## config.mk

```make
export PLATFORM = sky130hd
export DESIGN_NAME = rsv_supervisor
export DESIGN_NICKNAME = d
export VERILOG_FILES = /design/src/rsv_pkg.sv /design/src/rsv_low_filter.sv /design/src/rsv_supervisor.sv
export SDC_FILE = /design/constraint.sdc
export NUM_CORES = 1
export LEC_CHECK = 0
export ABC_AREA = 0
export BUFFER_PORTS_ARGS = -buffer_cell sky130_fd_sc_hd__buf_2
export CORE_ASPECT_RATIO = 1.25
export CORE_UTILIZATION = 53
export CTS_BUF_LIST = sky130_fd_sc_hd__clkbuf_8
export DETAILED_ROUTE_END_ITERATION = 10
export PLACE_DENSITY = 0.79
export SYNTH_ARGS = -nofsm -noshare
export SYNTH_HDL_FRONTEND = slang
export SYNTH_SLANG_ARGS = --single-unit
```

## constraint.sdc

```tcl
create_clock -name clk -period 8.85 [get_ports clk]
set_input_delay 0 -clock clk [delete_from_list [all_inputs] [get_ports clk]]
set_output_delay 0 -clock clk [all_outputs]
set_load 0.05 [all_outputs]
```

## src/rsv_pkg.sv

```systemverilog
// Constants shared by the real-time clock supervisor block
package rsv_pkg;
	// Clock rate
	localparam longint CLK_FREQ_HZ = 125_000_000;

	// Register indexes; byte address is four times the index
	localparam int IDX_SECONDS   = 'h01;
	localparam int IDX_CENTURY   = 'h03;
	localparam int IDX_DESELECT  = 'h04;
	localparam int IDX_CONTROL   = 'h08;
	localparam int IDX_WATCHDOG  = 'h09;
	localparam int IDX_ALARM_MON = 'h0a;
	localparam int IDX_FLAGS     = 'h0f;
	localparam logic [7:0] ADDR_SECONDS   = 8'(IDX_SECONDS * 4);
	localparam logic [7:0] ADDR_CENTURY   = 8'(IDX_CENTURY * 4);
	localparam logic [7:0] ADDR_DESELECT  = 8'(IDX_DESELECT * 4);
	localparam logic [7:0] ADDR_CONTROL   = 8'(IDX_CONTROL * 4);
	localparam logic [7:0] ADDR_WATCHDOG  = 8'(IDX_WATCHDOG * 4);
	localparam logic [7:0] ADDR_ALARM_MON = 8'(IDX_ALARM_MON * 4);
	localparam logic [7:0] ADDR_FLAGS     = 8'(IDX_FLAGS * 4);

	// Field positions
	localparam int BIT_OSC_HALT        = 7;
	localparam int BIT_CENTURY_ENABLE  = 7;
	localparam int BIT_CENTURY_FLAG    = 6;
	localparam int BIT_DESELECT_SELECT = 7;
	localparam int BIT_PIN_LEVEL       = 7;
	localparam int BIT_FREQ_TEST       = 6;
	localparam int BIT_ALARM_FLAG_EN   = 7;
	localparam int BIT_SQUARE_WAVE_EN  = 6;
	localparam int BIT_ALARM_BACKUP_EN = 5;
	localparam int BIT_BATTERY_WEAK    = 4;

	// Values after initial power application
	localparam logic [7:0] RESET_SECONDS   = 8'h00;
	localparam logic [7:0] RESET_CENTURY   = 8'h00;
	localparam logic [7:0] RESET_DESELECT  = 8'h00;
	localparam logic [7:0] RESET_CONTROL   = 8'h80;
	localparam logic [7:0] RESET_WATCHDOG  = 8'h00;
	localparam logic [7:0] RESET_ALARM_MON = 8'h00;
	localparam logic       DEFAULT_DESELECT_SELECT = 1'b0;
	localparam logic       DEFAULT_OSC_HALT        = 1'b0;
	localparam logic       DEFAULT_PIN_LEVEL       = 1'b1;

	// Times as printed and their cycle counts
	localparam longint FAST_REJECT_NS    = 50;
	localparam longint SLOW_REJECT_MS    = 20;
	localparam longint HOLD_NORMAL_MS    = 96;
	localparam longint HOLD_HALTED_MS    = 40;
	localparam longint HOLD_SHORT_US     = 50;
	localparam longint RELEASE_LONG_MS   = 2;
	localparam longint BATTERY_PERIOD_H  = 24;
	localparam int FAST_REJECT_CYCLES =
		int'((FAST_REJECT_NS * CLK_FREQ_HZ + 64'd999_999_999) / 64'd1_000_000_000);
	localparam longint SLOW_REJECT_CYCLES = SLOW_REJECT_MS * CLK_FREQ_HZ / 1000;
	localparam longint HOLD_NORMAL_CYCLES = HOLD_NORMAL_MS * CLK_FREQ_HZ / 1000;
	localparam longint HOLD_HALTED_CYCLES = HOLD_HALTED_MS * CLK_FREQ_HZ / 1000;
	localparam longint HOLD_SHORT_CYCLES  = HOLD_SHORT_US * CLK_FREQ_HZ / 1_000_000;
	localparam longint RELEASE_LONG_CYCLES = RELEASE_LONG_MS * CLK_FREQ_HZ / 1000;
	localparam longint BATTERY_PERIOD_CYCLES = BATTERY_PERIOD_H * 3600 * CLK_FREQ_HZ;

	// Counter widths
	localparam int HOLD_W    = 24;
	localparam int FAST_W    = 4;
	localparam int SLOW_W    = 22;
	localparam int BATTERY_W = 44;

	typedef enum logic [1:0] {
		RSV_BACKUP,
		RSV_RECOVER,
		RSV_RUN,
		RSV_IN_RESET
	} rsv_power_e;
endpackage

```

## src/rsv_low_filter.sv

```systemverilog
// Low-pulse glitch filter for an external reset input
`timescale 1ns/10ps
module rsv_low_filter #(
	parameter int COUNT_W       = 4,
	parameter int REJECT_CYCLES = 7
) (
	input  wire logic clk,
	input  wire logic reset,
	input  wire logic pinIn,
	output logic      lowValid
);
	logic [COUNT_W-1:0] lowCount;

	// Count consecutive low cycles; a high restarts the count
	always_ff @(posedge clk or posedge reset) begin
		if (reset) begin
			lowCount <= '0;
			lowValid <= 1'b0;
		end else if (pinIn) begin
			lowCount <= '0;
			lowValid <= 1'b0;
		end else if (lowCount == COUNT_W'(REJECT_CYCLES - 1)) begin
			lowValid <= 1'b1;
		end else begin
			lowCount <= lowCount + COUNT_W'(1);
		end
	end
endmodule

```

## src/rsv_supervisor.sv

```systemverilog
// Supervisor: reset sequencing, power-fail flag, defaults and supervisory registers
//
// Notes on behaviour
// - Two reset inputs each drive system reset
// - Fast input: reject lows under 50 ns
// - Slow input: reject lows under 20 ms
// - Release reset after selectable delay
// - Power-fail flag follows sense when enabled
// - Backup disables comparator, flag held low
// - On return force flag high for hold
// - Century flag toggles at rollover when enabled
// - Open-drain pin follows level bit when idle
// - Test battery at power-up and daily
// - Weak flag stays until a passing test
// - Battery tests only with supply present
// - Deselect extended after supply; writes rejected
// - Hold time chosen by select and halt
// - Initial power-up register defaults
// - Retained power-up keeps select, halt, level
// - Watchdog register fully cleared at power-up
// - Supply trip pulls system reset low
// - Halt bit one stops the oscillator
//
// Implementation choice: the APB interface to the registers.
`timescale 1ns/10ps
module rsv_supervisor #(
	parameter longint SLOW_REJECT   = rsv_pkg::SLOW_REJECT_CYCLES,
	parameter longint HOLD_NORMAL   = rsv_pkg::HOLD_NORMAL_CYCLES,
	parameter longint HOLD_HALTED   = rsv_pkg::HOLD_HALTED_CYCLES,
	parameter longint HOLD_SHORT    = rsv_pkg::HOLD_SHORT_CYCLES,
	parameter longint RELEASE_LONG  = rsv_pkg::RELEASE_LONG_CYCLES,
	parameter longint BATTERY_CHECK = rsv_pkg::BATTERY_PERIOD_CYCLES
) (
	input  wire logic        clk,
	input  wire logic        reset,
	input  wire logic [7:0]  paddr,
	input  wire logic        psel,
	input  wire logic        penable,
	input  wire logic        pwrite,
	input  wire logic [31:0] pwdata,
	output logic [31:0]      prdata,
	output logic             pready,
	output logic             pslverr,
	input  wire logic        resetInFast_n,
	input  wire logic        resetInSlow_n,
	input  wire logic        powerfailSenseBelow,
	input  wire logic        supplyValid,
	input  wire logic        batteryRetained,
	input  wire logic        batteryBelowLimit,
	input  wire logic        centuryRollover,
	output logic             systemReset_n,
	output logic             powerfailFlagOut,
	output logic             multiFunctionPinOut,
	output logic             multiFunctionPinOe,
	output logic             oscillatorRun
);
	import rsv_pkg::*;

	rsv_power_e          powerState;
	logic [HOLD_W-1:0]   holdCount;
	logic [BATTERY_W-1:0] batteryCount;
	logic [7:0]          secondsReg;
	logic [7:0]          centuryHoursClock;
	logic [7:0]          deselectSelectClock;
	logic [7:0]          controlReg;
	logic [7:0]          watchdogReg;
	logic [7:0]          alarmMonthReg;
	logic                batteryWeakFlag;
	logic                fastLow;
	logic                slowLow;
	logic                anyResetLow;
	logic                powerUp;
	logic                powerDown;
	logic                writesOpen;
	logic                accessDone;
	logic                writeDone;
	logic [7:0]          readValue;
	logic                mapped;
	logic                next_select;
	logic                next_halt;
	logic [HOLD_W-1:0]   next_holdLoad;
	logic [HOLD_W-1:0]   releaseLoad;

	// Filter the fast reset input
	// fast low filter
	rsv_low_filter #(
		.COUNT_W      (FAST_W),
		.REJECT_CYCLES(FAST_REJECT_CYCLES)
	) fastFilter (
		.clk     (clk),
		.reset   (reset),
		.pinIn   (resetInFast_n),
		.lowValid(fastLow)
	);

	rsv_low_filter #(
		.COUNT_W      (SLOW_W),
		.REJECT_CYCLES(int'(SLOW_REJECT))
	) slowFilter (
		.clk     (clk),
		.reset   (reset),
		.pinIn   (resetInSlow_n),
		.lowValid(slowLow)
	);

	assign anyResetLow = fastLow | slowLow;
	assign powerUp     = (powerState == RSV_BACKUP) & supplyValid;
	assign powerDown   = (powerState != RSV_BACKUP) & ~supplyValid;

	// Select and halt as they will stand once power-up defaults are applied
	// retained keeps select and halt
	always_comb begin
		next_select = batteryRetained ? deselectSelectClock[BIT_DESELECT_SELECT]
			: DEFAULT_DESELECT_SELECT;
		next_halt   = batteryRetained ? secondsReg[BIT_OSC_HALT] : DEFAULT_OSC_HALT;
	end

	always_comb begin
		if (next_select) begin
			next_holdLoad = HOLD_W'(HOLD_SHORT);
		end else if (next_halt) begin
			next_holdLoad = HOLD_W'(HOLD_HALTED);
		end else begin
			next_holdLoad = HOLD_W'(HOLD_NORMAL);
		end
	end

	// release delay selected by deselect bit
	always_comb begin
		if (deselectSelectClock[BIT_DESELECT_SELECT]) begin
			releaseLoad = HOLD_W'(HOLD_SHORT);
		end else begin
			releaseLoad = HOLD_W'(RELEASE_LONG);
		end
	end

	// Power and reset sequencing
	always_ff @(posedge clk or posedge reset) begin
		if (reset) begin
			powerState <= RSV_BACKUP;
			holdCount  <= '0;
		end else begin
			case (powerState)
				RSV_BACKUP: begin
					if (supplyValid) begin
						powerState <= RSV_RECOVER;
						holdCount  <= next_holdLoad;
					end
				end
				RSV_RECOVER: begin
					if (!supplyValid) begin
						powerState <= RSV_BACKUP;
					end else if (holdCount <= HOLD_W'(1)) begin
						powerState <= RSV_RUN;
					end else begin
						holdCount <= holdCount - HOLD_W'(1);
					end
				end
				RSV_RUN: begin
					// input reset reloads the release delay; no power-up defaults
					if (!supplyValid) begin
						powerState <= RSV_BACKUP;
					end else if (anyResetLow) begin
						powerState <= RSV_IN_RESET;
						holdCount  <= releaseLoad;
					end
				end
				RSV_IN_RESET: begin
					// restart delay while any input is low
					if (!supplyValid) begin
						powerState <= RSV_BACKUP;
					end else if (anyResetLow) begin
						holdCount <= releaseLoad;
					end else if (holdCount <= HOLD_W'(1)) begin
						powerState <= RSV_RUN;
					end else begin
						holdCount <= holdCount - HOLD_W'(1);
					end
				end
				default: begin
					powerState <= RSV_BACKUP;
				end
			endcase
		end
	end

	// System reset is low everywhere except normal running
	// reset output
	always_ff @(posedge clk or posedge reset) begin
		if (reset) begin
			systemReset_n <= 1'b0;
		end else begin
			systemReset_n <= (powerState == RSV_RUN) & supplyValid & ~anyResetLow;
		end
	end

	// Power-fail flag gating
	always_ff @(posedge clk or posedge reset) begin
		if (reset) begin
			powerfailFlagOut <= 1'b0;
		end else begin
			case (powerState)
				RSV_BACKUP: begin
					powerfailFlagOut <= supplyValid;
				end
				RSV_RECOVER: begin
					powerfailFlagOut <= supplyValid;
				end
				default: begin
					powerfailFlagOut <= supplyValid & ~powerfailSenseBelow;
				end
			endcase
		end
	end

	// APB slave: one wait state, then pready for one cycle
	assign accessDone = psel & penable & pready;
	assign writesOpen = (powerState == RSV_RUN) | (powerState == RSV_IN_RESET);
	assign writeDone  = accessDone & pwrite & mapped & writesOpen;

	always_comb begin
		mapped    = 1'b1;
		readValue = 8'h00;
		case (paddr)
			ADDR_SECONDS:   readValue = secondsReg;
			ADDR_CENTURY:   readValue = centuryHoursClock;
			ADDR_DESELECT:  readValue = deselectSelectClock;
			ADDR_CONTROL:   readValue = controlReg;
			ADDR_WATCHDOG:  readValue = watchdogReg;
			ADDR_ALARM_MON: readValue = alarmMonthReg;
			ADDR_FLAGS: begin
				readValue[BIT_BATTERY_WEAK] = batteryWeakFlag;
			end
			default: begin
				mapped = 1'b0;
			end
		endcase
	end

	always_ff @(posedge clk or posedge reset) begin
		if (reset) begin
			pready  <= 1'b0;
			pslverr <= 1'b0;
			prdata  <= 32'h00000000;
		end else if (psel && penable && !pready) begin
			pready  <= 1'b1;
			pslverr <= ~mapped | (pwrite & ~writesOpen) | (pwrite & (paddr == ADDR_FLAGS));
			prdata  <= {24'h000000, readValue};
		end else begin
			pready  <= 1'b0;
			pslverr <= 1'b0;
		end
	end

	// Century and hours register; the hardware toggle beats a software write
	always_ff @(posedge clk or posedge reset) begin
		if (reset) begin
			centuryHoursClock <= RESET_CENTURY;
		end else begin
			if (writeDone && paddr == ADDR_CENTURY) begin
				centuryHoursClock <= pwdata[7:0];
			end
			if (centuryRollover && centuryHoursClock[BIT_CENTURY_ENABLE]) begin
				centuryHoursClock[BIT_CENTURY_FLAG] <= ~centuryHoursClock[BIT_CENTURY_FLAG];
			end
		end
	end

	// Deselect select register
	always_ff @(posedge clk or posedge reset) begin
		if (reset) begin
			deselectSelectClock <= RESET_DESELECT;
		end else if (powerUp) begin
			deselectSelectClock[BIT_DESELECT_SELECT] <= next_select;
		end else if (writeDone && paddr == ADDR_DESELECT) begin
			deselectSelectClock <= pwdata[7:0];
		end
	end

	// Seconds register carrying the oscillator halt bit
	always_ff @(posedge clk or posedge reset) begin
		if (reset) begin
			secondsReg <= RESET_SECONDS;
		end else if (powerUp) begin
			secondsReg[BIT_OSC_HALT] <= next_halt;
		end else if (writeDone && paddr == ADDR_SECONDS) begin
			secondsReg <= pwdata[7:0];
		end
	end

	// Control register: pin level and frequency test
	always_ff @(posedge clk or posedge reset) begin
		if (reset) begin
			controlReg <= RESET_CONTROL;
		end else if (powerDown) begin
			controlReg[BIT_FREQ_TEST] <= 1'b0;
		end else if (powerUp) begin
			controlReg[BIT_FREQ_TEST] <= 1'b0;
			if (!batteryRetained) begin
				controlReg[BIT_PIN_LEVEL] <= DEFAULT_PIN_LEVEL;
			end
		end else if (writeDone && paddr == ADDR_CONTROL) begin
			controlReg <= pwdata[7:0];
		end
	end

	// Watchdog and alarm-enable registers cleared at every power-up
	always_ff @(posedge clk or posedge reset) begin
		if (reset) begin
			watchdogReg   <= RESET_WATCHDOG;
			alarmMonthReg <= RESET_ALARM_MON;
		end else if (powerUp) begin
			watchdogReg <= RESET_WATCHDOG;
			alarmMonthReg[BIT_ALARM_FLAG_EN]   <= 1'b0;
			alarmMonthReg[BIT_SQUARE_WAVE_EN]  <= 1'b0;
			alarmMonthReg[BIT_ALARM_BACKUP_EN] <= 1'b0;
		end else if (writeDone) begin
			if (paddr == ADDR_WATCHDOG) begin
				watchdogReg <= pwdata[7:0];
			end
			if (paddr == ADDR_ALARM_MON) begin
				alarmMonthReg <= pwdata[7:0];
			end
		end
	end

	// Battery test at power-up and on a daily schedule
	always_ff @(posedge clk or posedge reset) begin
		if (reset) begin
			batteryCount    <= '0;
			batteryWeakFlag <= 1'b0;
		end else if (powerUp) begin
			batteryCount    <= '0;
			batteryWeakFlag <= batteryBelowLimit;
		end else if (powerState != RSV_BACKUP && supplyValid) begin
			if (batteryCount == BATTERY_W'(BATTERY_CHECK - 1)) begin
				batteryCount    <= '0;
				batteryWeakFlag <= batteryBelowLimit;
			end else begin
				batteryCount <= batteryCount + BATTERY_W'(1);
			end
		end
	end

	// Open-drain pin driven from the level bit only while its other uses are idle
	always_ff @(posedge clk or posedge reset) begin
		if (reset) begin
			multiFunctionPinOut <= 1'b0;
			multiFunctionPinOe  <= 1'b0;
		end else begin
			multiFunctionPinOut <= 1'b0;
			// pulls low when level bit is zero
			multiFunctionPinOe  <= ~controlReg[BIT_FREQ_TEST]
				& ~alarmMonthReg[BIT_ALARM_FLAG_EN]
				& (watchdogReg == 8'h00)
				& ~controlReg[BIT_PIN_LEVEL]
				& supplyValid;
		end
	end

	// Oscillator runs while the halt bit is zero
	always_ff @(posedge clk or posedge reset) begin
		if (reset) begin
			oscillatorRun <= 1'b0;
		end else begin
			oscillatorRun <= ~secondsReg[BIT_OSC_HALT];
		end
	end
endmodule

```

# Word-level counts from Yosys, hierarchy flattened
# Cells that the tools add are included.
# word_totals
input_bits	52
wordCells	181
ff_bits	161
# classes
n_eq_ne	23
order_cmp	1
addsub	4
n_bitwise	32
reduce_logical	36
mux	58
# ops
op	n
two-way mux 24 bit	9
two-way mux 44 bit	3
one-hot mux 24 bit (4 select lines)	1
two-way mux 8 bit	8
adder 44 x 1 -> 44 bit (second input constant)	1
== test 44 bit (second input constant)	1
two-way mux 22 bit	2
== test 8 x 6 -> 1 bit (second input constant)	4
<= comparator 24 x 1 -> 1 bit (second input constant)	1
one-hot mux 4 bit (6 select lines)	1
nonzero test 2 bit	12
subtractor 24 x 1 -> 24 bit (second input constant)	1
adder 22 x 1 -> 22 bit (second input constant)	1
== test 22 bit (second input constant)	1
two-way mux 1 bit	18
two-way mux 18 bit	1
one-hot mux 3 bit (6 select lines)	1
AND 1 bit	16
two-way mux 2 bit	8
!= test 2 bit (second input constant)	8
inverter 1 bit	12
AND reduction 3 bit	4
AND reduction 2 bit	5
== test 8 x 3 -> 1 bit (second input constant)	1
21 further kinds	34

# Depth between registers and ports, before layout
# logic_depth
depth_word	9
ltp_mapped	14
depth_no_buf	9

# Hierarchy
# From an unflattened synthesis, not the netlist that was laid out.
# unflattened
hier_cells	952
hier_area_um2	9191.3
# modules_own_cells
module	cells_each	area_each_um2	instances
rsv_supervisor	801	7636.1	1
rsv_low_filter (slowFilter)	127	1286.2	1
rsv_low_filter (fastFilter)	24	269.0	1

# Worst setup path after synthesis
# No wires, ideal clock.
# synth_path
kind	reg2reg
startpoint	register powerState[1]
endpoint	register batteryCount[40]
required_ns	8.718
path_stages_with_launch	15
period_less_slack_ns	2.931
arrival_time_ns	2.799
slack_ns	5.919
setup_ns	0.132
path_cell_list	dfrtp_1 clkbuf_1 or2_0 clkbuf_1 inv_1 ha_1 clkbuf_1 nor2_1 or3_1 clkbuf_1 or2_1 clkbuf_1 nor4_1 xnor2_1 nor2_1
# synth_between
elab_chain_len	3
elab_cells_between_ends	6
# synth_lines
element	line_no	rtl
start: declaration	rsv_supervisor.sv:59	rsv_power_e powerState;
start signal: assignment	rsv_supervisor.sv:140	powerState <= RSV_BACKUP;
start signal: assignment	rsv_supervisor.sv:146	powerState <= RSV_RECOVER;
start signal: assignment	rsv_supervisor.sv:152	powerState <= RSV_BACKUP;
logical NOT 2 bit / nonzero test 2 bit (equally long branches)	rsv_supervisor.sv:107, rsv_supervisor.sv:335	
AND 1 bit / logical AND 1 bit (equally long branches)	rsv_supervisor.sv:107, rsv_supervisor.sv:335	
two-way mux 44 bit / nonzero test 2 bit (equally long branches)	--	
end signal: assignment	rsv_supervisor.sv:340	batteryCount <= batteryCount + BATTERY_W'(1);
end: declaration	rsv_supervisor.sv:61	logic [BATTERY_W-1:0] batteryCount;
# Parallel ways exist; a longest one is shown, timed or not.
# A chain may end at the register's enable or synchronous reset.

# Worst setup path after layout
# layout_path
startpoint	register powerState[1]
endpoint	register deselectSelectClock[7]
# layout_between
elab_chain_len	5
elab_cells_between_ends	9
# layout_lines
element	line_no	rtl
== test 2 bit	rsv_supervisor.sv:218	assign writesOpen = (powerState == RSV_RUN) | (powerState == RSV_IN_RESET);
bitwise OR 1 bit	rsv_supervisor.sv:218	
AND 1 bit	rsv_supervisor.sv:219	assign writeDone = accessDone & pwrite & mapped & writesOpen;
logical AND 1 bit	rsv_supervisor.sv:275	end else if (writeDone && paddr == ADDR_DESELECT) begin
nonzero test 2 bit (no source line)	--	
end signal: indexed assignment	rsv_supervisor.sv:274	deselectSelectClock[BIT_DESELECT_SELECT] <= next_select;
end signal: assignment	rsv_supervisor.sv:276	deselectSelectClock <= pwdata[7:0];
end: declaration	rsv_supervisor.sv:64	logic [7:0] deselectSelectClock;
# Parallel ways exist; a longest one is shown, timed or not.

==> results.cfg <==
[layout]
area_delta_synth_final_pct = 10.0
layout-drive-gt1-share = 0.137
finalNetCount = 1013
fin_cells = 1176
fin_util = 0.602
layout_common_cells = dfrtp_1 (160), nor2_1 (116), nand2_1 (78), o21ai_0 (49), buf_2 (41)
antennaDiodeCount = 0
nFillCells = 1335
final_common_cell = dfrtp_1

[clock_tree]
ctsResizeCount = 0
clk_pin_slew_ns = 0.09
insertion_delay_ns = 0.48
cts_root_buf = clkbuf_8
clockBufferDepth = 2
cts_tree = built
h-tree-depth = 4
cts_buffers = 17
clock-sinks = 161

[power]
ir_drop_v = 0.0000948
power.leakage_nw = 4.23
p_per_area_nw_per_um2 = 205

[grt]
first_global_vias = 6558
grt_first_pass_wirelength_um = 31200
grt_use_total = 0.239
antenna_found_initial = 0
grt-ovfl-total = 0
grt_max_degree = 103

[synthesis]
synth_area_per_cell_um2 = 9.49
synth_warnings = 0
netlist_instances = 905
seq_area_frac_synth = 0.469
synth_flop_cell = dfrtp_1
synthArstFlopShare = 1.00
synth_edf_count = 0
ys_types = 73
syn_area_um2 = 8590
synth-seq-cells = 161

[critical_path]
slowest_stage = ha_1
endpoint_kind = flop
crit_buf_inv = 3
crit_arrival_ns = 3.98
path_cells = or2_0 -> inv_1 -> ha_1 -> clkinv_1 -> nand3_1 -> mux2i_1 -> nor2_1 -> dlygate4sd3_1
crit_family = buffers and inverters
reg2reg_slack_ns = 5.24
cp-startpoint = powerState[1]
critPathKind = flop to flop
critPathMaxStageDelay_ns = 0.57
crit_fanout = 16
startpoint_type = flop
crit_required_ns = 9.22
r2r_start = powerState[1]

[timing]
fin_crit_ns = 3.61
layout_setup_ws_ns = 5.24
fmaxAchievable_ghz = 0.277
clock-skew-final_ns = 0.0182
slew_violations = 0
hold_violations = 0
setup_viol = 0
worst_pin_slew_ns = 1.07
rsz0062_at_grt = false
tns_ns = 0
finalCritPeriodShare = 0.408
relSlewSlack = 0.282

[run_status]
status = complete, no violations

[worst_hold_path]
min_from = pwrite
hold_path.class = input port to flop

[routing]
wl_um = 18700
wl_per_cell_um = 15.9
vias_per_cell = 5.89
drcViolationCount = 0
first_iter_violations = 704
drt_first_pass_iters = 6
vias = 6930
final_antenna_net_count = 0

[placed_design]
finalWeightedCongestion = 0.841
port_buffers = 41
dp_cells = 1123
dp_hpwl_um = 12600
post-place-ws_ns = 5.31

[die]
dieWidth_um = 116
rows = 51
start_util = 0.547
ios = 91
die_area_um2 = 16700
core_um2 = 15700
die_h_um = 144

[run]
drv_cap = 0
## worst reg2reg max path, cell delays in order, from the launching register on
cell and delay (ns):
dfrtp_1 0.50, or2_0 0.42, inv_1 0.18, ha_1 0.57, clkinv_1 0.47, nand3_1 0.49, mux2i_1 0.26, nor2_1 0.05
dlygate4sd3_1 0.55
## through the flow
step / power, W / hold WS (ns) / instance area, µm²
final: 0.00194 / 0.0850 / 9450
after global routing: 0.00205 / 0.139 / 9450
after detailed placement: 0.00141 / 0.177 / 8860
after floorplan: 0.00128 / 0.0631 / 8680
after CTS: 0.00194 / 0.0641 / 9450
after global placement: 0.00139 / 0.183 / 8860
## where the power goes
part / switching (W) / internal, W / total (W)
registers: 0.0000682 / 0.000804 / 0.000872
logic: 0.000361 / 0.000174 / 0.000535
clock network: 0.000297 / 0.000234 / 0.000531
## final timing paths
check | to | depth (start not counted)
worst min-delay path | controlReg[6] | 5
worst max-delay path | deselectSelectClock[7] | 8
min in group asynchronous | holdCount[21] | 3
worst max register to register | deselectSelectClock[7] | 8
max in group asynchronous | slowFilter.lowCount[13] | 4
worst min register to register | prdata[4] | 1
## what timing repair did
| item | in CTS | in global routing |
|---|---|---|
| endpoints found under the hold margin | 182 | 0 |
| hold buffers | 21 | 0 |
| buffers inserted | 0 | 0 |
## cells in the mapped netlist (8+ instances only)
cell      instances  area share
a21oi_1          39       0.023
a222oi_1          8      0.0093
a31oi_1          16       0.012
and2_1            9      0.0066
and3_1           18       0.013
buf_4            25       0.022
clkbuf_1         38       0.017
dfrtp_1         160        0.47
ha_1             10       0.015
inv_1            21      0.0092
mux2_2           34       0.045
mux2i_1          21       0.024
nand2_1          78       0.034
nand3_1          40       0.023
nand4_1          24       0.017
nor2_1          116       0.051
nor3_1           19       0.011
nor4_1           15       0.011
o21ai_0          49       0.029
or3_1            13      0.0095
xnor2_1          22       0.022
xor2_1           25       0.025
## registers in the layout, indices dropped and copies added (netlist names)
signal	cells
controlReg	8
slowFilter.lowCount	22
slowFilter.lowValid	1
alarmMonthReg	8
holdCount	24
secondsReg	8
fastFilter.lowValid	1
powerState	2
multiFunctionPinOe	1
powerfailFlagOut	1
oscillatorRun	1
watchdogReg	8
centuryHoursClock	8
batteryWeakFlag	1
deselectSelectClock	8
pready	1
batteryCount	44
pslverr	1
fastFilter.lowCount	4
prdata	8
systemReset_n	1
## layout make-up
cell class / count / area [µm²] / area share
clock buffers: 18 / 248 / 0.0262
clock inverters: 14 / 130 / 0.0138
inverters: 22 / 87.6 / 0.00927
multi-input cells: 681 / 4230 / 0.447
flip-flops and latches: 161 / 4030 / 0.427
well taps: 212 / 265 / 0.0281
repair buffers: 68 / 460 / 0.0487
## kinds of logic after synthesis
family,after synthesis,share of synthesized area
adder cells (fa/ha/maj),10,0.0146
other,1,0.000437
AO/OA/AOI/OAI,161,0.121
AND/OR/NAND/NOR,383,0.228
buffers and inverters,87,0.0490
flip-flops,161,0.469
XOR/XNOR,47,0.0479
multiplexers,55,0.0691
## per-layer routing
| layer | global-route usage | wire length (µm) | part of all wire |
|---|---|---|---|
| met1 | 0.305 | 8230 | 0.44 |
| met2 | 0.397 | 9170 | 0.49 |
| met3 | 0.0440 | 844 | 0.045 |
| met4 | 0.104 | 431 | 0.023 |
| met5 | 0 | 0 | 0 |
Power figures use the tool's default switching activity.
